`src/verilog/cascade_timer_pkg.sv`:
```
// Register map, field layout and reset values of the cascaded capture timer
package cascade_timer_pkg;

    // ************************************************************
    // Bus geometry
    // ************************************************************
    localparam int ADDR_W = 18;
    localparam int DATA_W = 32;

    // ************************************************************
    // Register indices, byte address is four times the index
    // ************************************************************
    localparam logic [15:0] IDX_UPPER_CTRL = 16'hf040;
    localparam logic [15:0] IDX_IRQ_MASK = 16'hf044;
    localparam logic [15:0] IDX_STATUS = 16'hf045;
    localparam logic [15:0] IDX_UPPER_CNT = 16'hf046;
    localparam logic [15:0] IDX_UPPER_CC = 16'hf048;
    localparam logic [15:0] IDX_LOWER_CTRL = 16'hf050;
    localparam logic [15:0] IDX_LOWER_MODE = 16'hf051;
    localparam logic [15:0] IDX_LOWER_PINF = 16'hf052;
    localparam logic [15:0] IDX_LOWER_CNT = 16'hf056;
    localparam logic [15:0] IDX_LOWER_CC = 16'hf058;

    // ************************************************************
    // Field positions
    // ************************************************************
    localparam int CCLR_LSB = 5;
    localparam int CKEG_LSB = 3;
    localparam int TPSC_LSB = 0;
    localparam int MD_LSB = 0;
    localparam int PINF_LSB = 0;
    localparam int UPPER_PS_LSB = 0;
    localparam int UPPER_PINF_LSB = 8;

    // ************************************************************
    // Field encodings
    // ************************************************************
    localparam logic [1:0] CCLR_BY_CAPTURE = 2'h1;
    localparam logic [1:0] CKEG_RISING = 2'h0;
    localparam logic [2:0] TPSC_INTERNAL = 3'h0;
    localparam logic [2:0] TPSC_CASCADE = 3'h7;
    localparam logic [1:0] MD_NORMAL = 2'h0;

    // ************************************************************
    // Status and mask bit positions
    // ************************************************************
    localparam int STAT_W = 6;
    localparam int ST_CAP_HI = 0;
    localparam int ST_CAP_LO = 1;
    localparam int ST_OVF_HI = 4;
    localparam int ST_OVF_LO = 5;

    // ************************************************************
    // Reset values and counter maximum
    // ************************************************************
    localparam logic [15:0] CC_RST = 16'hffff;
    localparam logic [15:0] CNT_RST = 16'h0000;
    localparam logic [15:0] CNT_MAX = 16'hffff;
    localparam logic [7:0] LOWER_CTRL_RST = 8'h00;
    localparam logic [7:0] LOWER_MODE_RST = 8'h00;
    localparam logic [7:0] LOWER_PINF_RST = 8'h00;
    localparam logic [2:0] UPPER_PS_RST = 3'h0;
    localparam logic [3:0] UPPER_PINF_RST = 4'h0;
    localparam logic [STAT_W-1:0] STAT_RST = 6'h00;

endpackage : cascade_timer_pkg

```
`src/verilog/cascaded_period_capture_timer.sv`:
```
// Cascaded 32-bit period capture timer with APB register slave
//
// Added by the designer: register access over APB.
`timescale 1ns/1ps
module cascaded_period_capture_timer
(
    input wire logic pclk,
    input wire logic presetn,
    input wire logic ce,
    input wire logic psel,
    input wire logic penable,
    input wire logic pwrite,
    input wire logic [cascade_timer_pkg::ADDR_W-1:0] paddr,
    input wire logic [cascade_timer_pkg::DATA_W-1:0] pwdata,
    output logic [cascade_timer_pkg::DATA_W-1:0] prdata,
    output logic pready,
    output logic pslverr,
    input wire logic upper_capture_pin,
    input wire logic lower_capture_pin,
    output logic irq
);

    // ************************************************************
    // State
    // ************************************************************
    typedef struct packed {
        logic [15:0] upper_capture_compare;
        logic [15:0] lower_capture_compare;
        logic [15:0] upper_counter;
        logic [15:0] lower_counter;
        logic [7:0] lower_timer_control;
        logic [7:0] lower_timer_mode;
        logic [7:0] lower_pin_function_control;
        logic [2:0] upper_prescale;
        logic [3:0] upper_pin_function;
        logic [cascade_timer_pkg::STAT_W-1:0] status;
        logic [cascade_timer_pkg::STAT_W-1:0] armed;
        logic [cascade_timer_pkg::STAT_W-1:0] mask;
        logic [cascade_timer_pkg::DATA_W-1:0] rdata;
    } timer_s;

    timer_s st_ff;
    timer_s nxt_st;

    logic upper_rise;
    logic lower_rise;
    logic wr_acc;
    logic rd_acc;
    logic setup;
    logic hit;
    logic [cascade_timer_pkg::DATA_W-1:0] rd_val;
    logic we_upper_ctrl;
    logic we_mask;
    logic we_status;
    logic rd_status;
    logic we_upper_cnt;
    logic we_upper_cc;
    logic we_lower_ctrl;
    logic we_lower_mode;
    logic we_lower_pinf;
    logic we_lower_cnt;
    logic we_lower_cc;
    logic count_en;
    logic lo_wrap;
    logic hi_inc;
    logic hi_wrap;
    logic cap_hi;
    logic cap_lo;
    logic lo_clear;
    logic [cascade_timer_pkg::STAT_W-1:0] st_set;
    logic [cascade_timer_pkg::STAT_W-1:0] st_clr;

    // ************************************************************
    // Helpers
    // ************************************************************
    function automatic logic [cascade_timer_pkg::ADDR_W-1:0] byte_addr
    (
        input logic [15:0] idx
    );
        byte_addr = {idx, 2'h0};
    endfunction : byte_addr

    // Pin field 1x00 selects rising-edge input capture
    function automatic logic is_capture(input logic [3:0] pinf);
        is_capture = pinf[3] & ~pinf[1] & ~pinf[0];
    endfunction : is_capture

    // ************************************************************
    // Capture pin synchronisers
    // ************************************************************
    pin_rise_sync u_upper_sync
    (
        .pclk(pclk),
        .presetn(presetn),
        .ce(ce),
        .pin(upper_capture_pin),
        .rise(upper_rise)
    );

    pin_rise_sync u_lower_sync
    (
        .pclk(pclk),
        .presetn(presetn),
        .ce(ce),
        .pin(lower_capture_pin),
        .rise(lower_rise)
    );

    // ************************************************************
    // APB decode
    // ************************************************************
    assign setup = psel & ~penable;
    assign wr_acc = psel & penable & pwrite;
    assign rd_acc = psel & penable & ~pwrite;

    always_comb
    begin
        hit = 1'b1;
        rd_val = '0;
        if (paddr == byte_addr(cascade_timer_pkg::IDX_UPPER_CTRL))
        begin
            rd_val[cascade_timer_pkg::UPPER_PS_LSB +: 3] = st_ff.upper_prescale;
            rd_val[cascade_timer_pkg::UPPER_PINF_LSB +: 4] =
                st_ff.upper_pin_function;
        end
        else if (paddr == byte_addr(cascade_timer_pkg::IDX_IRQ_MASK))
        begin
            rd_val[cascade_timer_pkg::STAT_W-1:0] = st_ff.mask;
        end
        else if (paddr == byte_addr(cascade_timer_pkg::IDX_STATUS))
        begin
            rd_val[cascade_timer_pkg::STAT_W-1:0] = st_ff.status;
        end
        else if (paddr == byte_addr(cascade_timer_pkg::IDX_UPPER_CNT))
        begin
            rd_val[15:0] = st_ff.upper_counter;
        end
        else if (paddr == byte_addr(cascade_timer_pkg::IDX_UPPER_CC))
        begin
            rd_val[15:0] = st_ff.upper_capture_compare;
        end
        else if (paddr == byte_addr(cascade_timer_pkg::IDX_LOWER_CTRL))
        begin
            rd_val[7:0] = st_ff.lower_timer_control;
        end
        else if (paddr == byte_addr(cascade_timer_pkg::IDX_LOWER_MODE))
        begin
            rd_val[7:0] = st_ff.lower_timer_mode;
        end
        else if (paddr == byte_addr(cascade_timer_pkg::IDX_LOWER_PINF))
        begin
            rd_val[7:0] = st_ff.lower_pin_function_control;
        end
        else if (paddr == byte_addr(cascade_timer_pkg::IDX_LOWER_CNT))
        begin
            rd_val[15:0] = st_ff.lower_counter;
        end
        else if (paddr == byte_addr(cascade_timer_pkg::IDX_LOWER_CC))
        begin
            rd_val[15:0] = st_ff.lower_capture_compare;
        end
        else
        begin
            hit = 1'b0;
        end
    end

    assign we_upper_ctrl = wr_acc &
        (paddr == byte_addr(cascade_timer_pkg::IDX_UPPER_CTRL));
    assign we_mask = wr_acc &
        (paddr == byte_addr(cascade_timer_pkg::IDX_IRQ_MASK));
    assign we_status = wr_acc &
        (paddr == byte_addr(cascade_timer_pkg::IDX_STATUS));
    assign rd_status = rd_acc &
        (paddr == byte_addr(cascade_timer_pkg::IDX_STATUS));
    assign we_upper_cnt = wr_acc &
        (paddr == byte_addr(cascade_timer_pkg::IDX_UPPER_CNT));
    assign we_upper_cc = wr_acc &
        (paddr == byte_addr(cascade_timer_pkg::IDX_UPPER_CC));
    assign we_lower_ctrl = wr_acc &
        (paddr == byte_addr(cascade_timer_pkg::IDX_LOWER_CTRL));
    assign we_lower_mode = wr_acc &
        (paddr == byte_addr(cascade_timer_pkg::IDX_LOWER_MODE));
    assign we_lower_pinf = wr_acc &
        (paddr == byte_addr(cascade_timer_pkg::IDX_LOWER_PINF));
    assign we_lower_cnt = wr_acc &
        (paddr == byte_addr(cascade_timer_pkg::IDX_LOWER_CNT));
    assign we_lower_cc = wr_acc &
        (paddr == byte_addr(cascade_timer_pkg::IDX_LOWER_CC));

    // ************************************************************
    // Counting and capture events
    // ************************************************************
    assign count_en =
        (st_ff.lower_timer_control[cascade_timer_pkg::TPSC_LSB +: 3] ==
         cascade_timer_pkg::TPSC_INTERNAL) &&
        (st_ff.lower_timer_control[cascade_timer_pkg::CKEG_LSB +: 2] ==
         cascade_timer_pkg::CKEG_RISING) &&
        (st_ff.lower_timer_mode[cascade_timer_pkg::MD_LSB +: 2] ==
         cascade_timer_pkg::MD_NORMAL);
    assign lo_wrap = count_en &
        (st_ff.lower_counter == cascade_timer_pkg::CNT_MAX);
    assign hi_inc = lo_wrap &
        (st_ff.upper_prescale == cascade_timer_pkg::TPSC_CASCADE);
    assign hi_wrap = hi_inc &
        (st_ff.upper_counter == cascade_timer_pkg::CNT_MAX);
    assign cap_hi = upper_rise & is_capture(st_ff.upper_pin_function);
    assign cap_lo = lower_rise & is_capture(
        st_ff.lower_pin_function_control[cascade_timer_pkg::PINF_LSB +: 4]
    );
    assign lo_clear = cap_lo &
        (st_ff.lower_timer_control[cascade_timer_pkg::CCLR_LSB +: 2] ==
         cascade_timer_pkg::CCLR_BY_CAPTURE);

    always_comb
    begin
        st_set = '0;
        st_set[cascade_timer_pkg::ST_CAP_HI] = cap_hi;
        st_set[cascade_timer_pkg::ST_CAP_LO] = cap_lo;
        st_set[cascade_timer_pkg::ST_OVF_HI] = hi_wrap;
        st_set[cascade_timer_pkg::ST_OVF_LO] = lo_wrap;
    end

    // Only bits read as one and then written zero clear
    assign st_clr = we_status ?
        (st_ff.armed & ~pwdata[cascade_timer_pkg::STAT_W-1:0]) : '0;

    // ************************************************************
    // Next state
    // ************************************************************
    always_comb
    begin
        nxt_st = st_ff;
        if (setup)
        begin
            nxt_st.rdata = rd_val;
        end
        if (we_upper_ctrl)
        begin
            nxt_st.upper_prescale =
                pwdata[cascade_timer_pkg::UPPER_PS_LSB +: 3];
            nxt_st.upper_pin_function =
                pwdata[cascade_timer_pkg::UPPER_PINF_LSB +: 4];
        end
        if (we_mask)
        begin
            nxt_st.mask = pwdata[cascade_timer_pkg::STAT_W-1:0];
        end
        if (we_lower_ctrl)
        begin
            nxt_st.lower_timer_control = pwdata[7:0];
        end
        if (we_lower_mode)
        begin
            nxt_st.lower_timer_mode = pwdata[7:0];
        end
        if (we_lower_pinf)
        begin
            nxt_st.lower_pin_function_control = pwdata[7:0];
        end
        // Capture clear beats software write beats counting
        if (lo_clear)
        begin
            nxt_st.lower_counter = cascade_timer_pkg::CNT_RST;
        end
        else if (we_lower_cnt)
        begin
            nxt_st.lower_counter = pwdata[15:0];
        end
        else if (count_en)
        begin
            nxt_st.lower_counter = st_ff.lower_counter + 16'h0001;
        end
        if (we_upper_cnt)
        begin
            nxt_st.upper_counter = pwdata[15:0];
        end
        else if (hi_inc)
        begin
            nxt_st.upper_counter = st_ff.upper_counter + 16'h0001;
        end
        // Both halves sample pre-update values in one cycle
        if (cap_hi)
        begin
            nxt_st.upper_capture_compare = st_ff.upper_counter;
        end
        else if (we_upper_cc)
        begin
            nxt_st.upper_capture_compare = pwdata[15:0];
        end
        if (cap_lo)
        begin
            nxt_st.lower_capture_compare = st_ff.lower_counter;
        end
        else if (we_lower_cc)
        begin
            nxt_st.lower_capture_compare = pwdata[15:0];
        end
        // Set wins over clear
        nxt_st.status = (st_ff.status & ~st_clr) | st_set;
        if (rd_status)
        begin
            nxt_st.armed = st_ff.rdata[cascade_timer_pkg::STAT_W-1:0] &
                st_ff.status;
        end
        else
        begin
            nxt_st.armed = st_ff.armed & ~st_clr;
        end
    end

    always_ff @(posedge pclk or negedge presetn)
    begin
        if (!presetn)
        begin
            st_ff.upper_capture_compare <= cascade_timer_pkg::CC_RST;
            st_ff.lower_capture_compare <= cascade_timer_pkg::CC_RST;
            st_ff.upper_counter <= cascade_timer_pkg::CNT_RST;
            st_ff.lower_counter <= cascade_timer_pkg::CNT_RST;
            st_ff.lower_timer_control <= cascade_timer_pkg::LOWER_CTRL_RST;
            st_ff.lower_timer_mode <= cascade_timer_pkg::LOWER_MODE_RST;
            st_ff.lower_pin_function_control <=
                cascade_timer_pkg::LOWER_PINF_RST;
            st_ff.upper_prescale <= cascade_timer_pkg::UPPER_PS_RST;
            st_ff.upper_pin_function <= cascade_timer_pkg::UPPER_PINF_RST;
            st_ff.status <= cascade_timer_pkg::STAT_RST;
            st_ff.armed <= cascade_timer_pkg::STAT_RST;
            st_ff.mask <= cascade_timer_pkg::STAT_RST;
            st_ff.rdata <= '0;
        end
        else if (ce)
        begin
            st_ff <= nxt_st;
        end
    end

    // ************************************************************
    // Outputs
    // ************************************************************
    assign prdata = st_ff.rdata;
    assign pready = 1'b1;
    assign pslverr = psel & penable & ~hit;
    assign irq = |(st_ff.status & st_ff.mask);
endmodule : cascaded_period_capture_timer

```
`src/verilog/pin_rise_sync.sv`:
```
// Two-stage synchroniser with rising-edge pulse for a capture pin
`timescale 1ns/1ps
module pin_rise_sync
(
    input wire logic pclk,
    input wire logic presetn,
    input wire logic ce,
    input wire logic pin,
    output logic rise
);

    typedef struct packed {
        logic meta;
        logic sync;
        logic last;
    } sync_s;

    sync_s st_ff;
    sync_s nxt_st;

    always_comb
    begin
        nxt_st = st_ff;
        nxt_st.meta = pin;
        nxt_st.sync = st_ff.meta;
        nxt_st.last = st_ff.sync;
    end

    always_ff @(posedge pclk or negedge presetn)
    begin
        if (!presetn)
        begin
            st_ff <= '0;
        end
        else if (ce)
        begin
            st_ff <= nxt_st;
        end
    end

    // One-cycle pulse, first stage stays out of it
    assign rise = st_ff.sync & ~st_ff.last;

endmodule : pin_rise_sync
```
`config.mk`:
```
export PLATFORM = sky130hd
export DESIGN_NAME = cascaded_period_capture_timer
export DESIGN_NICKNAME = d
export VERILOG_FILES = /design/src/verilog/cascade_timer_pkg.sv /design/src/verilog/cascaded_period_capture_timer.sv /design/src/verilog/pin_rise_sync.sv
export SDC_FILE = /design/constraint.sdc
export NUM_CORES = 1
export LEC_CHECK = 0
export BUFFER_PORTS_ARGS = -buffer_cell sky130_fd_sc_hd__buf_2
export CORE_MARGIN = 8
export CORE_UTILIZATION = 30
export CTS_CLUSTER_SIZE = 10
export DETAILED_ROUTE_END_ITERATION = 12
export GPL_ROUTABILITY_DRIVEN = 0
export GPL_TIMING_DRIVEN = 0
export PLACE_DENSITY = 0.47
export SLEW_MARGIN = 5
export SYNTH_ARGS = -nofsm -noshare
export SYNTH_HDL_FRONTEND = slang
export SYNTH_SLANG_ARGS = --single-unit
```
`constraint.sdc`:
```
create_clock -name pclk -period 3.11 [get_ports pclk]
set_input_delay 0.1555 -clock pclk [delete_from_list [all_inputs] [get_ports pclk]]
set_output_delay 0.1555 -clock pclk [all_outputs]
set_load 0.03 [all_outputs]
```
# Word level (Yosys, flattened, before mapping)
# Index checks and enable logic that the tools add are counted.
[classes]
n_addsub = 2
n_eq_ne = 14
muxes = 39
n_bitwise = 45
reduce_logical = 20
[ops]
columns = ["cell", "count"]
rows = [
  ["two-way mux 16 bit", 13],
  ["== test 18 bit (second input constant)", 10],
  ["two-way mux 8 bit", 6],
  ["adder 16 x 1 -> 16 bit (second input constant)", 2],
  ["== test 16 bit (second input constant)", 2],
  ["AND 6 bit", 5],
  ["AND 1 bit", 28],
  ["two-way mux 6 bit", 4],
  ["two-way mux 10 bit", 2],
  ["AND reduction 2 bit", 10],
  ["inverter 6 bit", 2],
  ["two-way mux 1 bit", 10],
  ["inverter 1 bit", 9],
  ["two-way mux 4 bit", 2],
  ["bitwise OR 6 bit", 1],
  ["nonzero test 2 bit", 3],
  ["OR reduction 6 bit", 1],
  ["two-way mux 5 bit", 1],
  ["logical NOT 2 bit", 2],
  ["== test 3 bit (second input constant)", 1],
  ["logical NOT 3 bit", 1],
  ["two-way mux 3 bit", 1],
  ["nonzero test 3 bit", 1],
  ["== test 2 x 1 -> 1 bit (second input constant)", 1],
  ["logical AND 1 bit", 2],
]
[word_totals]
register_bits = 135
input_bits = 58

# Logic depth before layout (Yosys ltp)
# Gate-level depths: netlist of the first run.
[logic_depth]
ltp_word = 13
mapped_depth = 9
depth_no_buf = 7

# Modules after synthesis
# Synthesis of the first run repeated with hierarchy kept, for this count alone.
[unflattened]
hier_cells = 826
hier_area_um2 = 7946.4
[modules_own_cells]
columns = ["mod", "n_inst", "cells_per_inst", "area_each_um2", "seq_area_each_um2"]
rows = [
  ["cascaded_period_capture_timer", 1, 812, 7716.2, 3268.1],
  ["pin_rise_sync", 2, 7, 115.1, 75.1],
]

# Worst setup path after synthesis of the first run
# No wires, ideal clock.
[synth_path]
kind = "flip-flop to flip-flop"
startpoint = "reg st_ff[81] (netlist bit)"
endpoint = "reg st_ff[112] (netlist bit)"
setup_ns = 0.134
arrival_time_ns = 2.277
slack_ns = 0.699
stages_incl_launch_ff = 8
path_buffers = 0
period_less_slack_ns = 2.411
path_cell_list = "dfrtp_1 ha_1 nand3_1 nor3b_1 nand4_1 or4_1 mux2i_1 o211ai_1"
[synth_between]
elab_chain_len = 5
[synth_lines]
columns = ["element", "line_no", "text"]
rows = [
  ["start: declaration", "cascaded_period_capture_timer.sv:42", "timer_s st_ff;"],
  ["start signal: assignment", "cascaded_period_capture_timer.sv:333", "st_ff <= nxt_st;"],
  ["== test 16 bit", "cascaded_period_capture_timer.sv:202", "(st_ff.lower_counter == cascade_timer_pkg::CNT_MAX);"],
  ["AND 1 bit", "cascaded_period_capture_timer.sv:201", "assign lo_wrap = count_en &"],
  ["AND 1 bit", "cascaded_period_capture_timer.sv:203", "assign hi_inc = lo_wrap &"],
  ["nonzero test 2 bit (no source line)", "--", ""],
  ["AND reduction 2 bit (no source line)", "--", ""],
]
# No other way between the ends.
# A chain may end at the register's enable or synchronous reset.

# Worst setup path after layout of the first run
# Same ends and word-level chain as after synthesis.

==> results.cfg, run 1 <==
[synth]
synth_compound_area_share_pct = 21.0
syn_area_mm2 = 0.00806
synth_cell_types = 71
synth_top_area_share_pct = 32.0
seq_area_frac_synth_pct = 42.4
ys.flop_type = dfrtp_1
synth_xor_area_share_pct = 0
synth-adder-area-share_pct = 0.311
yosys_register_bits = 135
synth_area_leaders = dfrtp_1, dfstp_2, mux2_2
synthMuxAreaShare_pct = 10.9
async_reset_ff_share_pct = 100
synth_cells = 879
synth_edf_count = 0
synth_top_family_by_area = compound AO/OA/AOI/OAI gates
syn_area_per_cell_um2 = 9.17
synth_area_leader_cell = dfrtp_1
yosysWarnings = 0
synthSimpleGateAreaFrac_pct = 18.6

[global_routing]
grt-ovfl-total = 0
antenna_found_initial = 0
first_global_vias = 7402
grt_usage_pct = 18.3
grt_pass1_wl_um = 45800
grt_max_degree = 72

[route]
drc = 0
initialDrtViolationCount = 778
route.met2.wl_um = 14100
wl_um = 29800
ant_nets = 0
wl_per_cell_um = 22.5
drt-pass1-iter-count = 6
viasPerCell = 5.62
top_layer_used = met4
vias = 7450
wl_met1_um = 13500
met3_length_um = 1570

[timing]
slew_viol_final = 0
rsz0062_at_grt = false
hold_viol = 0
finalWorstSetupSlack_ps = 246
fin_crit_sh_pct = 92.1
hold_ws_ps = 70.3
worstMarginPinSlew_ps = 991
fin_worst_skew_ps = 12.2
fin_crit_ps = 2860
setup_viol = 0
slew_headroom_pct = 33.4
fmax_mhz = 349

[placement]
hpwl_um = 22300
port-buffer-count = 55
post-place-ws_ps = -262
dpl_cell_area_mm2 = 0.00885
dp_cells = 1291

[worst_setup_path]
crit_arrival_ps = 3150
path_class = reg -> reg
endpoint_kind = flop
required_ps = 3400
critPathLaunchType = flop
crit_fanout = 7

[finish]
nFillCells = 2756
area_growth_pct = 17.4
final_cells = 1326
antennaDiodeCount = 0
nNetsFinal = 1032
drive_gt1_share_pct = 22.6
fin_area_mm2 = 0.00946

[cts]
path_clk_slew_ps = 60
ctsHtreeMaxLevel = 4
clk_path_buf_depth = 2
clk_latency_ps = 430
postCtsSetupBuffers = 0
numCtsBuffers = 17
cts_sinks = 135
cts_tree = done
root_buffer = clkbuf_16

[floorplanning]
placementRows = 60
start_util_pct = 30.2
ios = 93
core_mm2 = 0.0267
die_area_mm2 = 0.0324
die_w_um = 180
die_y_um = 180

[outcome]
status = complete, no violations

[worst_hold_path]
min_path_type = in -> reg

[pwr]
p_per_area_mw_per_mm2 = 457
ir_drop_uv = 259
p_leak_nw = 4.05

[job]
cap_violations = 0
[area by class of cell]
type	count	area (um^2)	share of cell area [%]
multi-input combinational	654	4180	44.2
sequential	135	3420	36.1
clock buffer	24	482	5.09
buffer	89	479	5.06
tap	341	427	4.51
timing repair buffer	59	339	3.58
clock inverter	8	76.3	0.807
inverter	16	60.1	0.635
[Yosys cell counts, types with 5 or more instances]
library cell	count
nor2b_1	10
and3_1	7
mux2i_1	39
or2_2	5
nor4_1	11
nand2_1	91
a31oi_1	32
buf_4	34
a221oi_1	8
nand4_1	10
o2bb2ai_1	9
o31ai_1	10
a22oi_1	8
dfstp_2	32
clkbuf_1	43
mux2_2	43
a222oi_1	5
inv_1	16
nor2_1	52
a211oi_1	7
nand3_1	12
a2111oi_0	6
nor3_1	21
or4_1	8
buf_2	8
or3_1	8
nand2b_1	9
o21ai_0	84
dfrtp_1	103
a21oi_1	66
[worst max-delay path, cell delays in order (launching register included)]
cell      delay, ps
dfrtp_1         450
ha_1            230
nand3_1         250
nor3b_4         470
nand4_1         400
or4_1           650
mux2i_1         180
o211ai_1        100
[path summary, 6_finish.rpt]
check / start / end / slack, ps / depth (start not counted)
setup reg to reg: st_ff[81] / st_ff[112] / 250 / 7
max in group asynchronous: presetn / st_ff[142] / 1940 / 3
hold reg to reg: st_ff[117] / st_ff[117] / 480 / 2
min in group asynchronous: presetn / st_ff[76] / 320 / 2
hold / removal: pwdata[0] / st_ff[44] / 70 / 4
setup / recovery: st_ff[81] / st_ff[112] / 250 / 7
[metal layers]
metal | vias to the layer above | GRT usage, %
met4 | 0 | 6.47
met5 | - | 0
li1 | 3420 | -
met1 | 3724 | 24.5
met3 | 36 | 2.90
met2 | 270 | 29.4
[state kept, by name (all words and copies together), names as in the netlist]
register             flops
u_lower_sync.st_ff       1
st_ff                  113
u_lower_sync.nxt_st      2
prdata                  16
u_upper_sync.nxt_st      2
u_upper_sync.st_ff       1
[cell usage in the layout, fill, tap and decap left out, types with 12 or more instances in the layout]
master,instances
a21oi_1,66
a31oi_1,32
buf_2,62
buf_4,34
clkbuf_1,47
clkbuf_16,17
conb_1,17
dfrtp_1,103
dfstp_2,32
inv_1,16
mux2_2,43
mux2i_1,39
nand2_1,91
nand3_1,12
nor2_1,52
nor3_1,21
o21ai_0,84
[report_power, final]
| part | switching [mW] | total, mW | leakage [nW] | internal [mW] |
|---|---|---|---|---|
| logic | 0.314 | 0.462 | 2.06 | 0.148 |
| clock network | 0.789 | 1.95 | 0.266 | 1.16 |
| registers | 0.0746 | 1.91 | 1.72 | 1.83 |
| total | 1.18 | 4.32 | 4.05 | 3.14 |
[what timing repair did]
item | 4_1_cts | 5_1_grt
hold endpoints to repair | 70 | 0
setup endpoints to repair | 5 | 5
resized for setup | 1 | 3
hold buffers | 3 | 0
[logic make-up after synthesis]
kind of cell,after synthesis
AND/OR/NAND/NOR,282
multiplexers,82
buffers and inverters,105
AO/OA/AOI/OAI,271
adder cells (fa/ha/maj),2
flip-flops,135
other,2
[metrics by stage]
stage                     utilization [%]  power [mW]  setup TNS [ps]
after floorplan                         -        2.18               0
after detailed placement             33.2        2.40            -847
after global placement               33.1        2.39          -24940
after CTS                            35.4        4.36               0
after global routing                 35.5        4.48               0
final                                35.5        4.32               0
Note: power is estimated with default switching activity, not from simulation.
==> run 2: changes to the inputs <==
--- a/config.mk
+++ b/config.mk
@@ -8,6 +8,7 @@
 export BUFFER_PORTS_ARGS = -buffer_cell sky130_fd_sc_hd__buf_2
 export CORE_MARGIN = 8
 export CORE_UTILIZATION = 30
+export CTS_CLUSTER_DIAMETER = 80
 export CTS_CLUSTER_SIZE = 10
 export DETAILED_ROUTE_END_ITERATION = 12
 export GPL_ROUTABILITY_DRIVEN = 0
==> constraint.sdc (replaced) <==
create_clock -name pclk -period 3.3 [get_ports pclk]
set_input_delay 0.165 -clock pclk [delete_from_list [all_inputs] [get_ports pclk]]
set_output_delay 0.165 -clock pclk [all_outputs]
set_load 0.03 [all_outputs]
==> results.cfg, run 2 (synthesis results as in run 1) <==
[finish]
top_register = st_ff
multiInputGateArea_mm2 = 0.00417
seq_area_mm2 = 0.00342
area_growth_pct = 17.3
drive_gt1_share_pct = 22.5
final_cell_mix = dfrtp_1, nand2_1, o21ai_0
antennaDiodeCount = 0
nFillCells = 2759
final_common_cell = dfrtp_1
final_cells = 1326
finish.utilization_pct = 35.5
largest_register_ffs = 113
nNetsFinal = 1032

[route]
vias = 7463
wl_um = 29800
drt-pass1-iter-count = 5
wl_per_cell_um = 22.5
viasPerCell = 5.63
ant_nets = 0
initialDrtViolationCount = 786
drc = 0

[floorplanning]
core_mm2 = 0.0267
placementRows = 60
start_util_pct = 30.2
die_w_um = 180
die_y_um = 180
die_area_mm2 = 0.0324
ios = 93

[timing]
fmax_mhz = 333
slew_headroom_pct = 33.6
fin_worst_skew_ps = 12.6
fin_crit_ps = 3000
worstMarginPinSlew_ps = 988
hold_viol = 0
setup_viol = 0
slew_viol_final = 0
fin_crit_sh_pct = 91.0
finalWorstSetupSlack_ps = 298
rsz0062_at_grt = false

[worst_setup_path]
path_cells = ha_1 > nand3_1 > nor3b_2 > nand4_1 > or4_1 > mux2i_1 > o211ai_1
r2r-start = st_ff[81]
r2r_cells = 7
slowest_delay_ps = 650
crit_path_start = st_ff[81]
r2r_slack_ps = 300
crit_arrival_ps = 3290
endpoint = st_ff[112]
crit_fanout = 7
reg2reg_to = st_ff[112]
slowest_stage = or4_1
critPathLaunchType = flop
endpoint_kind = flop
path_class = reg -> reg
required_ps = 3590

[placement]
dp_cells = 1291
port-buffer-count = 55
hpwl_um = 22300
post-place-ws_ps = -71.7

[global_routing]
grt_usage_pct = 18.3
grt_max_degree = 72
antenna_found_initial = 0
first_global_vias = 7402
grt_pass1_wl_um = 45800
grt-ovfl-total = 0

[cts]
clk_path_buf_depth = 2
postCtsSetupBuffers = 0
cts_tree = done
path_clk_slew_ps = 60
clk_latency_ps = 430
root_buffer = clkbuf_16
ctsHtreeMaxLevel = 4
numCtsBuffers = 17
cts_sinks = 135

[pwr]
p_switching_mw = 1.11
p_int_mw = 2.96
p_leak_nw = 4.03
swShare_pct = 27.3
ir_drop_uv = 246
p_total_mw = 4.07
p_per_area_mw_per_mm2 = 431
power.share.clock_pct = 45.2
seqPwrFrac_pct = 44.2
comb_power_share_pct = 10.7

[worst_hold_path]
min_path_type = in -> reg

[outcome]
status = complete, no violations

[job]
cap_violations = 0
-- run 2: cell types whose count changed in the layout (fill, tap and decap cells not counted) --
cell / previous run / this run
nor3b_2: 0 / 1
nor3b_4: 1 / 0
nor4_1: 10 / 11
nor4_2: 3 / 2
-- run 2: worst max-delay path: cells and delay by family (launching register included) --
kind | cells | cell delay, ps
AOI/OAI and AO/OA | 1 | 100
adders and majority gates | 1 | 230
DFF | 1 | 450
muxes | 1 | 170
and+or+nand+nor | 4 | 1910
-- run 2: power groups by stage --
| stage | registers (mW) | logic (mW) | clock network [mW] |
|---|---|---|---|
| 6_report | 1.80 | 0.434 | 1.84 |
| 5_1_grt | 1.81 | 0.480 | 1.93 |
| 2_1_floorplan | 1.80 | 0.261 | 0 |
| 3_5_place_dp | 1.82 | 0.433 | 0 |
| 3_3_place_gp | 1.83 | 0.427 | 0 |
| 4_1_cts | 1.80 | 0.436 | 1.87 |
-- run 2: timing repair --
item | 4_1_cts | 5_1_grt
setup endpoints to repair | 2 | 1
hold endpoints to repair | 70 | 0
resized for setup | 1 | 1
hold buffers | 3 | 0
gates cloned | 0 | 0
-- run 2: layout make-up --
| cell class | instances | area share [%] |
|---|---|---|
| plain buffers | 89 | 5.07 |
| clock buffers | 24 | 5.10 |
| clock inverters | 8 | 0.808 |
| inverters | 16 | 0.636 |
| multi-input cells | 654 | 44.1 |
| flip-flops and latches | 135 | 36.2 |
| well taps | 341 | 4.52 |
| repair buffers | 59 | 3.59 |
-- run 2: worst min path at each step --
stage	slack, ps	endpoint	cells after the start	start
3_5_place_dp	240	st_ff[77]	1	presetn
4_1_cts	70	st_ff[44]	4	pwdata[0]
6_report	80	st_ff[44]	4	pwdata[0]
5_1_grt	110	st_ff[112]	3	pwdata[15]
2_1_floorplan	-130	prdata[0]	0	presetn
3_3_place_gp	400	u_lower_sync.nxt_st[1]	2	lower_capture_pin
-- run 2: per-layer routing --
metal / global-route usage, % / up-vias / share of wire [%]
met3: 2.90 / 44 / 5.1
li1: - / 3418 / -
met2: 29.4 / 251 / 47
met1: 24.5 / 3750 / 45
met4: 6.47 / 0 / 2.5
met5: 0 / - / 0
-- run 2: through the flow --
| step | TNS (ps) | hold WS (ps) | instance area [um^2] |
|---|---|---|---|
| global placement | -5510 | 401 | 8820 |
| floorplan | 0 | -131 | 8110 |
| finish | 0 | 76.8 | 9450 |
| CTS | 0 | 73.5 | 9440 |
| detailed placement | -108 | 238 | 8850 |
| global route | 0 | 110 | 9450 |
==> run 3: changes to the inputs <==
--- a/config.mk
+++ b/config.mk
@@ -7,13 +7,13 @@
 export LEC_CHECK = 0
 export BUFFER_PORTS_ARGS = -buffer_cell sky130_fd_sc_hd__buf_2
 export CORE_MARGIN = 8
-export CORE_UTILIZATION = 30
+export CORE_UTILIZATION = 48
 export CTS_CLUSTER_DIAMETER = 80
 export CTS_CLUSTER_SIZE = 10
 export DETAILED_ROUTE_END_ITERATION = 12
 export GPL_ROUTABILITY_DRIVEN = 0
 export GPL_TIMING_DRIVEN = 0
-export PLACE_DENSITY = 0.47
+export PLACE_DENSITY = 0.68
 export SLEW_MARGIN = 5
 export SYNTH_ARGS = -nofsm -noshare
 export SYNTH_HDL_FRONTEND = slang
==> results.cfg, run 3 (synthesis results as in run 1) <==
[worst_setup_path]
crit_arrival_ps = 2840
crit_path_start = paddr[6]
cp.depth = 7
path_cells = buf_2 > nor4bb_1 > nand2_1 > nor2_2 > buf_2 > nor4_1 > buf_2
crit_buf_inv = 3
r2r_cells = 7
critPathTopFamily = simple AND/OR/NAND/NOR gates
endpoint = pslverr
cp_common_cell = buf_2
reg2reg_to = st_ff[112]
required_ps = 3130
crit_fanout = 10
endpoint_kind = output port
path_class = in -> out
critPathLaunchType = input pin
slowest_delay_ps = 800
r2r-start = st_ff[81]
slowest_stage = nor4bb_1
r2r_slack_ps = 430

[pwr]
p_total_mw = 4.15
p_per_area_mw_per_mm2 = 445
ir_drop_uv = 354
p_leak_nw = 4.04

[timing]
slew_headroom_pct = 18.4
fmax_mhz = 333
setup_viol = 0
worstMarginPinSlew_ps = 1210
fin_crit_ps = 3000
setup_tns_ps = 0
hold_viol = 0
slew_viol_final = 0
rsz0062_at_grt = false
fin_crit_sh_pct = 91.0
fin_worst_skew_ps = 8.92

[floorplanning]
die_y_um = 146
core_mm2 = 0.0165
start_util_pct = 48.8
die_w_um = 146
die_area_mm2 = 0.0212
ios = 93
placementRows = 47

[finish]
antennaDiodeCount = 0
final_cell_mix = dfrtp_1, nand2_1, o21ai_0
drive_gt1_share_pct = 22.8
final_cells = 1205
nNetsFinal = 1032
top_register = st_ff
area_growth_pct = 15.8
largest_register_ffs = 113
fin_area_mm2 = 0.00933
final_common_cell = dfrtp_1

[global_routing]
grt_pass1_wl_um = 42500
grt-ovfl-total = 0
first_global_vias = 7282
antenna_found_initial = 0
grt_max_degree = 72
grt_usage_pct = 25.6

[cts]
cts_sinks = 135
ctsHtreeMaxLevel = 4
root_buffer = clkbuf_16
numCtsBuffers = 17
path_clk_slew_ps = 60
postCtsSetupBuffers = 0
cts_tree = done
clk_latency_ps = 430
clk_path_buf_depth = 2

[route]
drc = 0
drt-pass1-iter-count = 7
ant_nets = 0
initialDrtViolationCount = 921
viasPerCell = 6.33
wl_um = 27000
vias = 7623
wl_per_cell_um = 22.4

[worst_hold_path]
min_path_cells = 4
worstHoldStart = pwdata[0]
min_path_type = in -> reg

[placement]
dpl_cell_area_mm2 = 0.00870
hpwl_um = 19600
dp_cells = 1170
port-buffer-count = 55

[outcome]
status = complete, no violations

[job]
cap_violations = 0
==> run 3: cell count changes in the layout (fill, tap and decap cells not counted) <==
cell,change
clkbuf_8,-2
clkinv_4,+1
inv_6,+4
bufinv_16,+1
clkinv_2,-1
clkbuf_1,-3
==> run 3: worst min-delay path by stage <==
stage | to | slack (ps)
after floorplan | prdata[0] | -130
after global placement | u_upper_sync.nxt_st[1] | 400
after detailed placement | st_ff[76] | 200
after CTS | st_ff[126] | 70
after global routing | st_ff[142] | 90
final | st_ff[44] | 80
==> run 3: layer usage <==
metal / track usage (%) / wire (um)
met1: 34.4 / 11400
met2: 38.2 / 12200
met3: 6.19 / 2570
met4: 11.6 / 900
met5: 0 / 0
==> run 3: tightest hold or removal path: stages <==
cell      delay, ps
buf_2            90
nand2b_1         90
o21ai_0          60
o21ai_0          60
==> run 3: what timing repair did <==
action,CTS,global route
setup endpoints to repair,0,5
resized for setup,0,2
hold buffers,3,0
hold endpoints to repair,50,0
==> run 3: area by class of cell <==
type | count | area (um^2)
Multi-Input combinational cell | 654 | 4170
Clock buffer | 19 | 443
Fill cell | 1523 | 7200
Timing Repair Buffer | 59 | 339
Sequential cell | 135 | 3420
Tap cell | 220 | 275
Buffer | 89 | 479
Inverter | 16 | 60.1
Clock inverter | 13 | 145
==> run 3: report_power, final <==
| part | internal, mW | switching [mW] |
|---|---|---|
| clock network | 1.14 | 0.790 |
| logic | 0.140 | 0.288 |
| registers | 1.73 | 0.0690 |
| total | 3.01 | 1.15 |
==> run 3: per-stage QoR <==
step | utilization (%) | hold WS, ps | worst slack [ps]
final | 56.4 | 75.0 | 296
after detailed placement | 52.6 | 196 | 71.8
after global routing | 56.4 | 94.7 | 173
after global placement | 52.4 | 398 | 56.7
after CTS | 56.4 | 72.2 | 178
after floorplan | - | -131 | 889
